**src/verilog/tpgcl_pkg.sv**
```systemverilog
// constants shared by the three-phase gate control logic
package tpgcl_pkg;

  // ---------------------------------------------------------------
  // bus and register map (byte addresses)
  // ---------------------------------------------------------------
  localparam int unsigned ADDR_W = 8;
  localparam int unsigned DATA_W = 32;
  localparam logic [7:0] OFS_CONFIG = 8'h00;
  localparam logic [7:0] OFS_FAULT_STATUS = 8'h04;
  localparam logic [7:0] OFS_SUPPRESS_LO = 8'h08;
  localparam logic [7:0] OFS_SUPPRESS_HI = 8'h0C;
  localparam logic [7:0] OFS_COMMAND = 8'h10;
  localparam logic [7:0] OFS_STATE = 8'h14;

  // ---------------------------------------------------------------
  // field positions
  // ---------------------------------------------------------------
  localparam int unsigned CFG_DT_BYPASS_BIT = 0;
  localparam int unsigned CFG_OVERLAP_BIT = 1;
  localparam int unsigned CFG_DEAD_LSB = 8;
  localparam int unsigned DEAD_W = 8;
  localparam int unsigned CMD_CLEAR_INT_BIT = 0;
  localparam int unsigned NUM_FAULTS = 8;
  localparam int unsigned HALF_FAULTS = 4;
  localparam int unsigned NUM_PHASES = 3;
  localparam int unsigned ST_LEVEL_LSB = 0;
  localparam int unsigned ST_BOOT_LSB = 3;
  localparam int unsigned ST_ENABLED_BIT = 6;
  localparam int unsigned ST_IRQ_BIT = 7;

  // ---------------------------------------------------------------
  // reset values
  // ---------------------------------------------------------------
  localparam logic [DEAD_W-1:0] DEAD_RESET = 8'h10;
  localparam logic [HALF_FAULTS-1:0] SUPPRESS_RESET = 4'h0;

  // ---------------------------------------------------------------
  // timing: internal logic reset must be complete within this time
  // ---------------------------------------------------------------
  localparam int unsigned CLK_PERIOD_PS = 8000;
  localparam int unsigned RESET_DONE_NS = 77;
  localparam int unsigned RESET_DONE_CYC =
    ((RESET_DONE_NS * 1000) / CLK_PERIOD_PS) < 1 ? 1 :
    ((RESET_DONE_NS * 1000) / CLK_PERIOD_PS);

endpackage

```
**src/verilog/tpgcl_phase.sv**
```systemverilog
// one half-bridge channel: input sync, interlock, dead time, bootstrap
`timescale 1ns/1ps
module tpgcl_phase
#(
  parameter int unsigned DW = 8
)
(
  // clock and internal reset
  input wire logic clk,
  input wire logic rst,
  // raw phase commands
  input wire logic high_cmd_n,
  input wire logic low_cmd,
  // synchronised enable state and configuration
  input wire logic en_ok,
  input wire logic dt_bypass,
  input wire logic overlap_allow,
  input wire logic [DW-1:0] dead_cycles,
  // gate requests and bootstrap state
  output logic hs_req,
  output logic ls_req,
  output logic boot_ready
);

  typedef struct packed {
    logic h_meta;
    logic h_sync;
    logic l_meta;
    logic l_sync;
    logic hs;
    logic ls;
    logic boot;
    logic [DW-1:0] dead_cnt;
  } tpgcl_phase_st_t;

  tpgcl_phase_st_t st_ff;
  tpgcl_phase_st_t nxt_st;

  // ---------------------------------------------------------------
  // next-state logic
  // ---------------------------------------------------------------
  always_comb
  begin
    logic want_h;
    logic want_l;
    logic dt_busy;
    want_h = 1'b0;
    want_l = 1'b0;
    dt_busy = 1'b0;
    nxt_st = st_ff;
    // two-stage synchronisers, first stage feeds only the second
    nxt_st.h_meta = high_cmd_n;
    nxt_st.h_sync = st_ff.h_meta;
    nxt_st.l_meta = low_cmd;
    nxt_st.l_sync = st_ff.l_meta;
    // high side active low, low side active high
    want_h = ~st_ff.h_sync;
    want_l = st_ff.l_sync;
    // both asked at once: refuse both unless overlap allowed
    if (want_h && want_l && !overlap_allow)
    begin
      want_h = 1'b0;
      want_l = 1'b0;
    end
    dt_busy = (st_ff.dead_cnt != '0) && !dt_bypass;
    // high side: needs charged bootstrap, off partner, elapsed dead time
    if (!want_h)
      nxt_st.hs = 1'b0;
    else if (!st_ff.hs)
      nxt_st.hs = st_ff.boot && !dt_busy && (overlap_allow || !st_ff.ls);
    // low side: off partner and elapsed dead time
    if (!want_l)
      nxt_st.ls = 1'b0;
    else if (!st_ff.ls)
      nxt_st.ls = !dt_busy && (overlap_allow || !st_ff.hs);
    // dead time reloads whenever a side turns off
    if ((st_ff.hs && !nxt_st.hs) || (st_ff.ls && !nxt_st.ls))
      nxt_st.dead_cnt = dead_cycles;
    else if (st_ff.dead_cnt != '0)
      nxt_st.dead_cnt = st_ff.dead_cnt - 1'b1;
    // bootstrap charged once low side ran with drive enabled
    if (!en_ok)
      nxt_st.boot = 1'b0;
    else if (st_ff.ls)
      nxt_st.boot = 1'b1;
  end

  // ---------------------------------------------------------------
  // state register
  // ---------------------------------------------------------------
  always_ff @(posedge clk)
  begin
    if (rst)
      st_ff <= '{h_meta: 1'b1, h_sync: 1'b1, default: '0};
    else
      st_ff <= nxt_st;
  end

  assign hs_req = st_ff.hs;
  assign ls_req = st_ff.ls;
  assign boot_ready = st_ff.boot;

endmodule

```
**src/verilog/tpgcl_top.sv**
```systemverilog
// three-phase gate control logic with apb registers and fault interrupt
//
// Summary of operation
// gate outputs may turn on only while both drive permits are high.
// with permits low, registers and bus keep working normally.
// permits force gates off combinationally, without a clock edge.
// after re-enable, a phase's low side must run before its high side.
// low-power reset pin disables outputs, bias off, weak pull-down on.
// internal logic reset completes within 77 ns of the low-power pin.
// below power-on threshold: logic reset, gates tri-stated, bus refused.
// phase level output high when high-side source above half supply.
// high-side command inputs are active low, idle off.
// low-side command inputs are active high, idle off.
// fault raises interrupt, held until the clear-interrupt command; code also clears it on a fault status read.
// two suppress registers mask fault sources from the interrupt.
// interlock and dead time keep one phase's FETs apart; both bypassable.
// host keeps serial configuration clock at or below 4.0 MHz.
// serial input sampled on falling clock, most significant bit first; code has no serial port, takes parallel apb writes.
// serial output high impedance until selected, updates on rising clock; code drives PRDATA from a register at all times instead.
// commands synchronised before interlock; permit gating stays combinational.
`timescale 1ns/1ps
module tpgcl_top
  import tpgcl_pkg::*;
(
  // clock and synchronous reset
  input wire logic MCLK,
  input wire logic RST,
  // supply and low-power control
  input wire logic POWER_GOOD,
  input wire logic LOWPOWER_N,
  // drive permits
  input wire logic DRIVE_PERMIT_FIRST,
  input wire logic DRIVE_PERMIT_SECOND,
  // phase commands
  input wire logic HIGH_CMD_A_N,
  input wire logic LOW_CMD_A,
  input wire logic HIGH_CMD_B_N,
  input wire logic LOW_CMD_B,
  input wire logic HIGH_CMD_C_N,
  input wire logic LOW_CMD_C,
  // analog sense inputs
  input wire logic [tpgcl_pkg::NUM_PHASES-1:0] PHASE_ABOVE_HALF,
  input wire logic [tpgcl_pkg::NUM_FAULTS-1:0] FAULT_IN,
  // apb slave
  input wire logic PSEL,
  input wire logic PENABLE,
  input wire logic PWRITE,
  input wire logic [tpgcl_pkg::ADDR_W-1:0] PADDR,
  input wire logic [tpgcl_pkg::DATA_W-1:0] PWDATA,
  output logic [tpgcl_pkg::DATA_W-1:0] PRDATA,
  output logic PREADY,
  output logic PSLVERR,
  // gate drives
  output logic [tpgcl_pkg::NUM_PHASES-1:0] GATE_HIGH,
  output logic [tpgcl_pkg::NUM_PHASES-1:0] GATE_LOW,
  output logic GATE_OE,
  output logic GATE_WEAK_PULLDOWN,
  output logic BIAS_EN,
  // status outputs
  output logic PHASE_LEVEL_A,
  output logic PHASE_LEVEL_B,
  output logic PHASE_LEVEL_C,
  output logic FAULT_IRQ
);

  import tpgcl_pkg::*;

  // ---------------------------------------------------------------
  // state of the block
  // ---------------------------------------------------------------
  typedef struct packed {
    logic pg_meta;
    logic pg_sync;
    logic lp_n_meta;
    logic lp_n_sync;
    logic en_meta;
    logic en_sync;
    logic dt_bypass;
    logic overlap_allow;
    logic [DEAD_W-1:0] dead_cycles;
    logic [HALF_FAULTS-1:0] fault_suppress_lo;
    logic [HALF_FAULTS-1:0] fault_suppress_hi;
    logic [NUM_FAULTS-1:0] fault_status;
    logic [NUM_PHASES-1:0] level;
    logic irq;
    logic [DATA_W-1:0] rdata;
  } tpgcl_state_t;

  tpgcl_state_t st_ff;
  tpgcl_state_t nxt_st;

  logic [NUM_PHASES-1:0] high_cmd_n;
  logic [NUM_PHASES-1:0] low_cmd;
  logic [NUM_PHASES-1:0] hs_req;
  logic [NUM_PHASES-1:0] ls_req;
  logic [NUM_PHASES-1:0] boot_ready;
  logic logic_rst;
  logic powered;
  logic permit_both;
  logic apb_setup;
  logic apb_access;
  logic addr_hit;
  logic [NUM_FAULTS-1:0] fault_mask;

  // ---------------------------------------------------------------
  // internal reset from pin, power-on and low-power state
  // ---------------------------------------------------------------
  // power good and low-power pin are sampled; the internal reset
  // follows one edge later, well inside RESET_DONE_CYC
  assign powered = st_ff.pg_sync && st_ff.lp_n_sync;
  assign logic_rst = RST || !powered;

  // ---------------------------------------------------------------
  // command bundling
  // ---------------------------------------------------------------
  assign high_cmd_n = {HIGH_CMD_C_N, HIGH_CMD_B_N, HIGH_CMD_A_N};
  assign low_cmd = {LOW_CMD_C, LOW_CMD_B, LOW_CMD_A};

  // ---------------------------------------------------------------
  // per-phase channels
  // ---------------------------------------------------------------
  genvar ph;
  generate
    for (ph = 0; ph < NUM_PHASES; ph++)
    begin : g_phase
      tpgcl_phase #(
        .DW(DEAD_W)
      ) u_phase (
        .clk(MCLK),
        .rst(logic_rst),
        .high_cmd_n(high_cmd_n[ph]),
        .low_cmd(low_cmd[ph]),
        .en_ok(st_ff.en_sync),
        .dt_bypass(st_ff.dt_bypass),
        .overlap_allow(st_ff.overlap_allow),
        .dead_cycles(st_ff.dead_cycles),
        .hs_req(hs_req[ph]),
        .ls_req(ls_req[ph]),
        .boot_ready(boot_ready[ph])
      );
    end
  endgenerate

  // ---------------------------------------------------------------
  // gate outputs: permit gating is combinational on the raw pins
  // ---------------------------------------------------------------
  assign permit_both = DRIVE_PERMIT_FIRST && DRIVE_PERMIT_SECOND;
  // gated outputs pulled low whenever permits or low-power drop
  assign GATE_HIGH = (permit_both && LOWPOWER_N) ? hs_req : '0;
  assign GATE_LOW = (permit_both && LOWPOWER_N) ? ls_req : '0;
  // drivers tri-stated until the logic supply is good
  assign GATE_OE = st_ff.pg_sync;
  assign GATE_WEAK_PULLDOWN = !st_ff.lp_n_sync;
  assign BIAS_EN = st_ff.lp_n_sync;

  // ---------------------------------------------------------------
  // phase levels and interrupt
  // ---------------------------------------------------------------
  assign PHASE_LEVEL_A = st_ff.level[0];
  assign PHASE_LEVEL_B = st_ff.level[1];
  assign PHASE_LEVEL_C = st_ff.level[2];
  assign FAULT_IRQ = st_ff.irq;
  assign fault_mask = {st_ff.fault_suppress_hi, st_ff.fault_suppress_lo};

  // ---------------------------------------------------------------
  // apb decode; zero wait state, bus refused while unpowered
  // ---------------------------------------------------------------
  assign apb_setup = PSEL && !PENABLE;
  assign apb_access = PSEL && PENABLE;
  always_comb
  begin
    addr_hit = 1'b0;
    unique case (PADDR)
      OFS_CONFIG, OFS_FAULT_STATUS, OFS_SUPPRESS_LO, OFS_SUPPRESS_HI,
      OFS_COMMAND, OFS_STATE:
        addr_hit = 1'b1;
      default:
        addr_hit = 1'b0;
    endcase
  end
  assign PREADY = 1'b1;
  assign PSLVERR = apb_access && (!addr_hit || logic_rst);
  assign PRDATA = st_ff.rdata;

  // ---------------------------------------------------------------
  // next-state logic
  // ---------------------------------------------------------------
  always_comb
  begin
    logic wr;
    logic rd_status;
    logic clear_all;
    wr = 1'b0;
    rd_status = 1'b0;
    clear_all = 1'b0;
    nxt_st = st_ff;
    // synchronisers; first stages feed only the second stages
    nxt_st.pg_meta = POWER_GOOD;
    nxt_st.pg_sync = st_ff.pg_meta;
    nxt_st.lp_n_meta = LOWPOWER_N;
    nxt_st.lp_n_sync = st_ff.lp_n_meta;
    nxt_st.en_meta = permit_both;
    nxt_st.en_sync = st_ff.en_meta;
    // comparator levels are registered each cycle
    nxt_st.level = PHASE_ABOVE_HALF;
    // bus access, valid also while permits are low
    wr = apb_access && PWRITE && addr_hit && !logic_rst;
    rd_status = apb_access && !PWRITE && !logic_rst && (PADDR == OFS_FAULT_STATUS);
    clear_all = rd_status;
    if (wr)
    begin
      unique case (PADDR)
        OFS_CONFIG:
        begin
          nxt_st.dt_bypass = PWDATA[CFG_DT_BYPASS_BIT];
          nxt_st.overlap_allow = PWDATA[CFG_OVERLAP_BIT];
          nxt_st.dead_cycles = PWDATA[CFG_DEAD_LSB +: DEAD_W];
        end
        OFS_SUPPRESS_LO:
          nxt_st.fault_suppress_lo = PWDATA[HALF_FAULTS-1:0];
        OFS_SUPPRESS_HI:
          nxt_st.fault_suppress_hi = PWDATA[HALF_FAULTS-1:0];
        OFS_COMMAND:
          clear_all = PWDATA[CMD_CLEAR_INT_BIT];
        default:
          nxt_st.dt_bypass = st_ff.dt_bypass;
      endcase
    end
    // sticky faults: clear first so a same-cycle event still sets
    if (clear_all)
      nxt_st.fault_status = '0;
    nxt_st.fault_status = nxt_st.fault_status | FAULT_IN;
    // interrupt held while any unmasked fault stays latched
    nxt_st.irq = |(nxt_st.fault_status & ~fault_mask);
    // read data captured in the setup phase
    if (apb_setup && !PWRITE)
    begin
      nxt_st.rdata = '0;
      unique case (PADDR)
        OFS_CONFIG:
        begin
          nxt_st.rdata[CFG_DT_BYPASS_BIT] = st_ff.dt_bypass;
          nxt_st.rdata[CFG_OVERLAP_BIT] = st_ff.overlap_allow;
          nxt_st.rdata[CFG_DEAD_LSB +: DEAD_W] = st_ff.dead_cycles;
        end
        OFS_FAULT_STATUS:
          nxt_st.rdata[NUM_FAULTS-1:0] = st_ff.fault_status | FAULT_IN;
        OFS_SUPPRESS_LO:
          nxt_st.rdata[HALF_FAULTS-1:0] = st_ff.fault_suppress_lo;
        OFS_SUPPRESS_HI:
          nxt_st.rdata[HALF_FAULTS-1:0] = st_ff.fault_suppress_hi;
        OFS_STATE:
        begin
          nxt_st.rdata[ST_LEVEL_LSB +: NUM_PHASES] = st_ff.level;
          nxt_st.rdata[ST_BOOT_LSB +: NUM_PHASES] = boot_ready;
          nxt_st.rdata[ST_ENABLED_BIT] = st_ff.en_sync;
          nxt_st.rdata[ST_IRQ_BIT] = st_ff.irq;
        end
        default:
          nxt_st.rdata = '0;
      endcase
    end
  end

  // ---------------------------------------------------------------
  // state register; supply synchronisers survive the power and low-power reset, not RST
  // ---------------------------------------------------------------
  always_ff @(posedge MCLK)
  begin
    if (RST)
    begin
      st_ff <= '0;
      st_ff.dead_cycles <= DEAD_RESET;
      st_ff.fault_suppress_lo <= SUPPRESS_RESET;
      st_ff.fault_suppress_hi <= SUPPRESS_RESET;
    end
    else if (!powered)
    begin
      // logic held in reset, supply sampling continues
      st_ff <= '0;
      st_ff.pg_meta <= nxt_st.pg_meta;
      st_ff.pg_sync <= nxt_st.pg_sync;
      st_ff.lp_n_meta <= nxt_st.lp_n_meta;
      st_ff.lp_n_sync <= nxt_st.lp_n_sync;
      st_ff.level <= nxt_st.level;
      st_ff.dead_cycles <= DEAD_RESET;
      st_ff.fault_suppress_lo <= SUPPRESS_RESET;
      st_ff.fault_suppress_hi <= SUPPRESS_RESET;
    end
    else
      st_ff <= nxt_st;
  end

endmodule

```
**config.mk**
```make
export PLATFORM = sky130hd
export DESIGN_NAME = tpgcl_top
export DESIGN_NICKNAME = d
export VERILOG_FILES = /design/src/verilog/tpgcl_pkg.sv /design/src/verilog/tpgcl_phase.sv /design/src/verilog/tpgcl_top.sv
export SDC_FILE = /design/constraint.sdc
export NUM_CORES = 1
export LEC_CHECK = 0
export ABC_AREA = 0
export ABC_CLOCK_PERIOD_IN_PS = 3100
export BUFFER_PORTS_ARGS = -buffer_cell sky130_fd_sc_hd__buf_2
export CORE_MARGIN = 2
export CORE_UTILIZATION = 45
export CTS_BUF_LIST = sky130_fd_sc_hd__clkbuf_2 sky130_fd_sc_hd__clkbuf_4 sky130_fd_sc_hd__clkbuf_8
export CTS_CLUSTER_SIZE = 25
export DETAILED_ROUTE_END_ITERATION = 12
export MAX_ROUTING_LAYER = met4
export PLACE_DENSITY = 0.8
export SYNTH_ARGS = -nofsm -noshare
export SYNTH_HDL_FRONTEND = slang
export SYNTH_SLANG_ARGS = --single-unit
```
**constraint.sdc**
```tcl
create_clock -name MCLK -period 3.1 [get_ports MCLK]
set_clock_uncertainty 0.05 [all_clocks]
set_input_delay 0.93 -clock MCLK [delete_from_list [all_inputs] [get_ports MCLK]]
set_output_delay 0.93 -clock MCLK [all_outputs]
set_load 0.03 [all_outputs]
```
==> summary.txt <==
GRT
  • First-pass GRT wire length: 17000 microns
  • GRT met2 Usage: 0.319
  • GRT overflow: 0
  • GRT Max-Usage Layer: met2
  • Vias in the first global route: 3597
  • Maximum number of pins on one net before global-route repair: 51
  • Met3 Use GR: 0.0420
  • Initial antenna violation count: 0
  • GRT met1 Usage: 0.238
  • All-Layer GR Usage: 0.198

Worst setup path
  • Crit path launch type: input port
  • FF-to-FF path depth: 6
  • Crit-path cells: buf_2 -> or3_1 -> nor3_1 -> a31oi_1 -> buf_2
  • Worst reg2reg path endpoint: fault_mask[4]
  • Critical-path maximum fanout: 2
  • R2R Path Start: BIAS_EN
  • Top cell by count, worst path: buf_2
  • Setup Crit Path Kind: in2out
  • Max stage delay cell, worst path: or3_1
  • Nature of the critical path endpoint: output pin
  • Worst path arrival time: approximately 1.9 ns
  • Largest stage delay, worst path: 0.38 ns
  • R2r setup slk: roughly 1.1 ns
  • CP required: 2.12 ns

Synthesis
  • Async set-reset flop share out of synthesis: 0
  • Top cell type's share of synthesized area: 0.432
  • Sequential share of the synthesized area: 0.432
  • Most instantiated library cell after synthesis: dfxtp_1
  • Cell variety after synth: 44
  • Cell taking the most area after synthesis: dfxtp_1
  • YS warnings: 0
  • Top post-synthesis cells by count: 97 x dfxtp_1, 58 x nor2_1, 45 x nand2_1, 36 x buf_4, 33 x a21oi_1
  • Synth Register Bits: 97
  • Post-Syn Area: ~4500 sq um
  • Main synth FF type: dfxtp_1
  • Area contributors post-synth: dfxtp_1 43%, buf_4 6.0%, mux2i_1 4.9%, nor2_1 4.8%, nand2_1 3.8%
  • Syn avg cell area: 8.47 sq um
  • Number of enable flip-flop cells after synthesis: 0
  • Synth Instances: approximately 530

Floorplan
  • Core Rows: 36
  • Top-level port count: ~110
  • Die W: 104 microns
  • Die area: between 10000 and 15000 sq um
  • Die Ht: 104 microns
  • Core Footprint: around 9700 sq um
  • Effective utilization at floorplan: 0.462

STA
  • Slew of the pin with the lowest slew margin: 0.512 ns
  • Setup TNS: 0 ns
  • RSZ-0062 raised after global routing: no
  • Period Utilization, post-route: 0.938
  • Count of final max-slew check failures: 0
  • Final-report setup violation count: 0
  • Final Hold Fails: 0
  • Highest Clock Rate: 344 MHz
  • Fin crit period: ~2.9 ns
  • Rel. slew slack: 0.656

Routing
  • DRT iter0 DRCs: 177
  • Total routed wirelength: between 10000 and 15000 microns
  • Routed len/inst: roughly 14 microns
  • Avg Vias per Cell: 5.12
  • Drt first pass iters: 5
  • Routed Antenna Nets: 0
  • Vias: around 3700
  • Residual DRC: 0

Clock tree
  • Max H-tree Level: 3
  • # Post-CTS Setup Buffers: 0
  • Worst-path clk slew: 0.09 ns
  • Hold Buf Count CTS: 0
  • TritonCTS Buffers: 9
  • Root Buffer Master: clkbuf_8
  • Largest buffer count on any clock path: 2
  • PostCTS Resize Cnt: 0
  • CTS tree: yes
  • CTS sink cnt: 97
  • Worst-skew pair later-pin latency: 0.36 ns

Power
  • Power Dens Cells: 443 nW/um^2
  • Clk pwr share: 0.381
  • Sequential Power Share: 0.560
  • Maximum vdd drop: 0.000259 V
  • Combinational power share: 0.059
  • Pleak: 1.97 nW
  • Sw frac: 0.232
  • Internal power: about 0.0017 W
  • Psw: 0.000519 W

Final layout
  • Syn-to-layout area delta: 12.5%
  • Ant. Diodes: 0
  • Nets@finish: between 600 and 700
  • Share of cells above drive strength 1: 0.188
  • Util after Layout: 0.520

Run status
  • Run status: finished clean

Placed design
  • Port bufs: 75
  • Placer's final routability congestion estimate: 0.907
  • Post-DP HPWL: 7440 microns

Hold path
  • Hold Path End: g_phase[1].u_phase.st_ff[13]
  • Hold Crit Start: g_phase[1].u_phase.nxt_st[13]
  • HP Class: reg2reg
  • Hold depth: 1

Flow run
  • Max-cap violations: 0
## sequential cells by signal (all words and copies together) (netlist names)
| register | cells |
|---|---|
| BIAS_EN | 1 |
| FAULT_IRQ | 1 |
| GATE_OE | 1 |
| PHASE_LEVEL_A | 1 |
| PHASE_LEVEL_B | 1 |
| PHASE_LEVEL_C | 1 |
| PRDATA | 16 |
| fault_mask | 8 |
| g_phase.u_phase.boot_ready | 3 |
| g_phase.u_phase.hs_req | 3 |
| g_phase.u_phase.ls_req | 3 |
| g_phase.u_phase.nxt_st | 6 |
| g_phase.u_phase.st_ff | 30 |
| nxt_st | 3 |
| st_ff | 19 |
## cells in the final DEF, fill, tap and decap left out, drive strengths merged, types with 15 or more instances in the layout
cell / instances
a22oi: 15
a21oi: 33
dfxtp: 97
nor3: 22
o21ai: 30
buf: 88
mux2i: 22
nand2: 46
inv: 24
conb: 17
nor2: 58
## worst max-delay path by stage
stage | startpoint | endpoint | cells past startpoint
final | PADDR[5] | PSLVERR | 5
after CTS | PADDR[5] | PSLVERR | 5
after floorplan | RST | PSLVERR | 4
after global routing | PADDR[5] | PSLVERR | 5
after global placement | PADDR[5] | PSLVERR | 5
after detailed placement | PADDR[5] | PSLVERR | 5
## through the flow
step / cells / instance area, sq um / power, W / setup slack [ns] / hold WS, ns
after floorplan: 546 / 4550 / 0.00137 / 0.198 / 0.336
after global routing: 729 / 5060 / 0.00231 / 0.130 / 0.385
after CTS: 729 / 5060 / 0.00226 / 0.190 / 0.364
after detailed placement: 713 / 4850 / 0.00141 / 0.190 / 0.342
after global placement: 713 / 4850 / 0.00141 / 0.192 / 0.340
final: 729 / 5060 / 0.00224 / 0.191 / 0.363
## area by class of cell
class / instances / area, sq um
flip-flops and latches: 97 / 1940
multi-input cells: 371 / 2180
inverters: 24 / 90.1
fillers: 920 / 4670
clock inverters: 4 / 51.3
clock buffers: 12 / 159
well taps: 133 / 166
repair buffers: 88 / 473
## cells by family after synthesis
logic type,Yosys count,synth area share
and+or+nand+nor,204,0.233
AOI/OAI and AO/OA,107,0.141
DFF,97,0.432
buffers and inverters,78,0.0965
muxes,24,0.0540
xor gates and xnor gates,13,0.0253
adders and majority gates,6,0.0167
other,2,0.00167
## worst max-delay path, delay by kind of cell
family	cells	cell delay [ns]
AND/OR/NAND/NOR	2	0.59
buffers and inverters	2	0.30
AO/OA/AOI/OAI	1	0.12
## metal layers
layer  routed length (microns)  share of wire
met1                      4480           0.44
met4                       160          0.016
met5                         0              0
met3                       640          0.063
met2                      4920           0.48
## power groups by stage
stage	sequential (W)	combinational, W	clock [W]
finish	0.00125	0.000132	0.000854
global route	0.00125	0.000143	0.000913
CTS	0.00125	0.000131	0.000873
detailed placement	0.00128	0.000131	0
global placement	0.00128	0.000130	0
floorplan	0.00129	0.0000872	0
(Power assumes the default switching activity.)
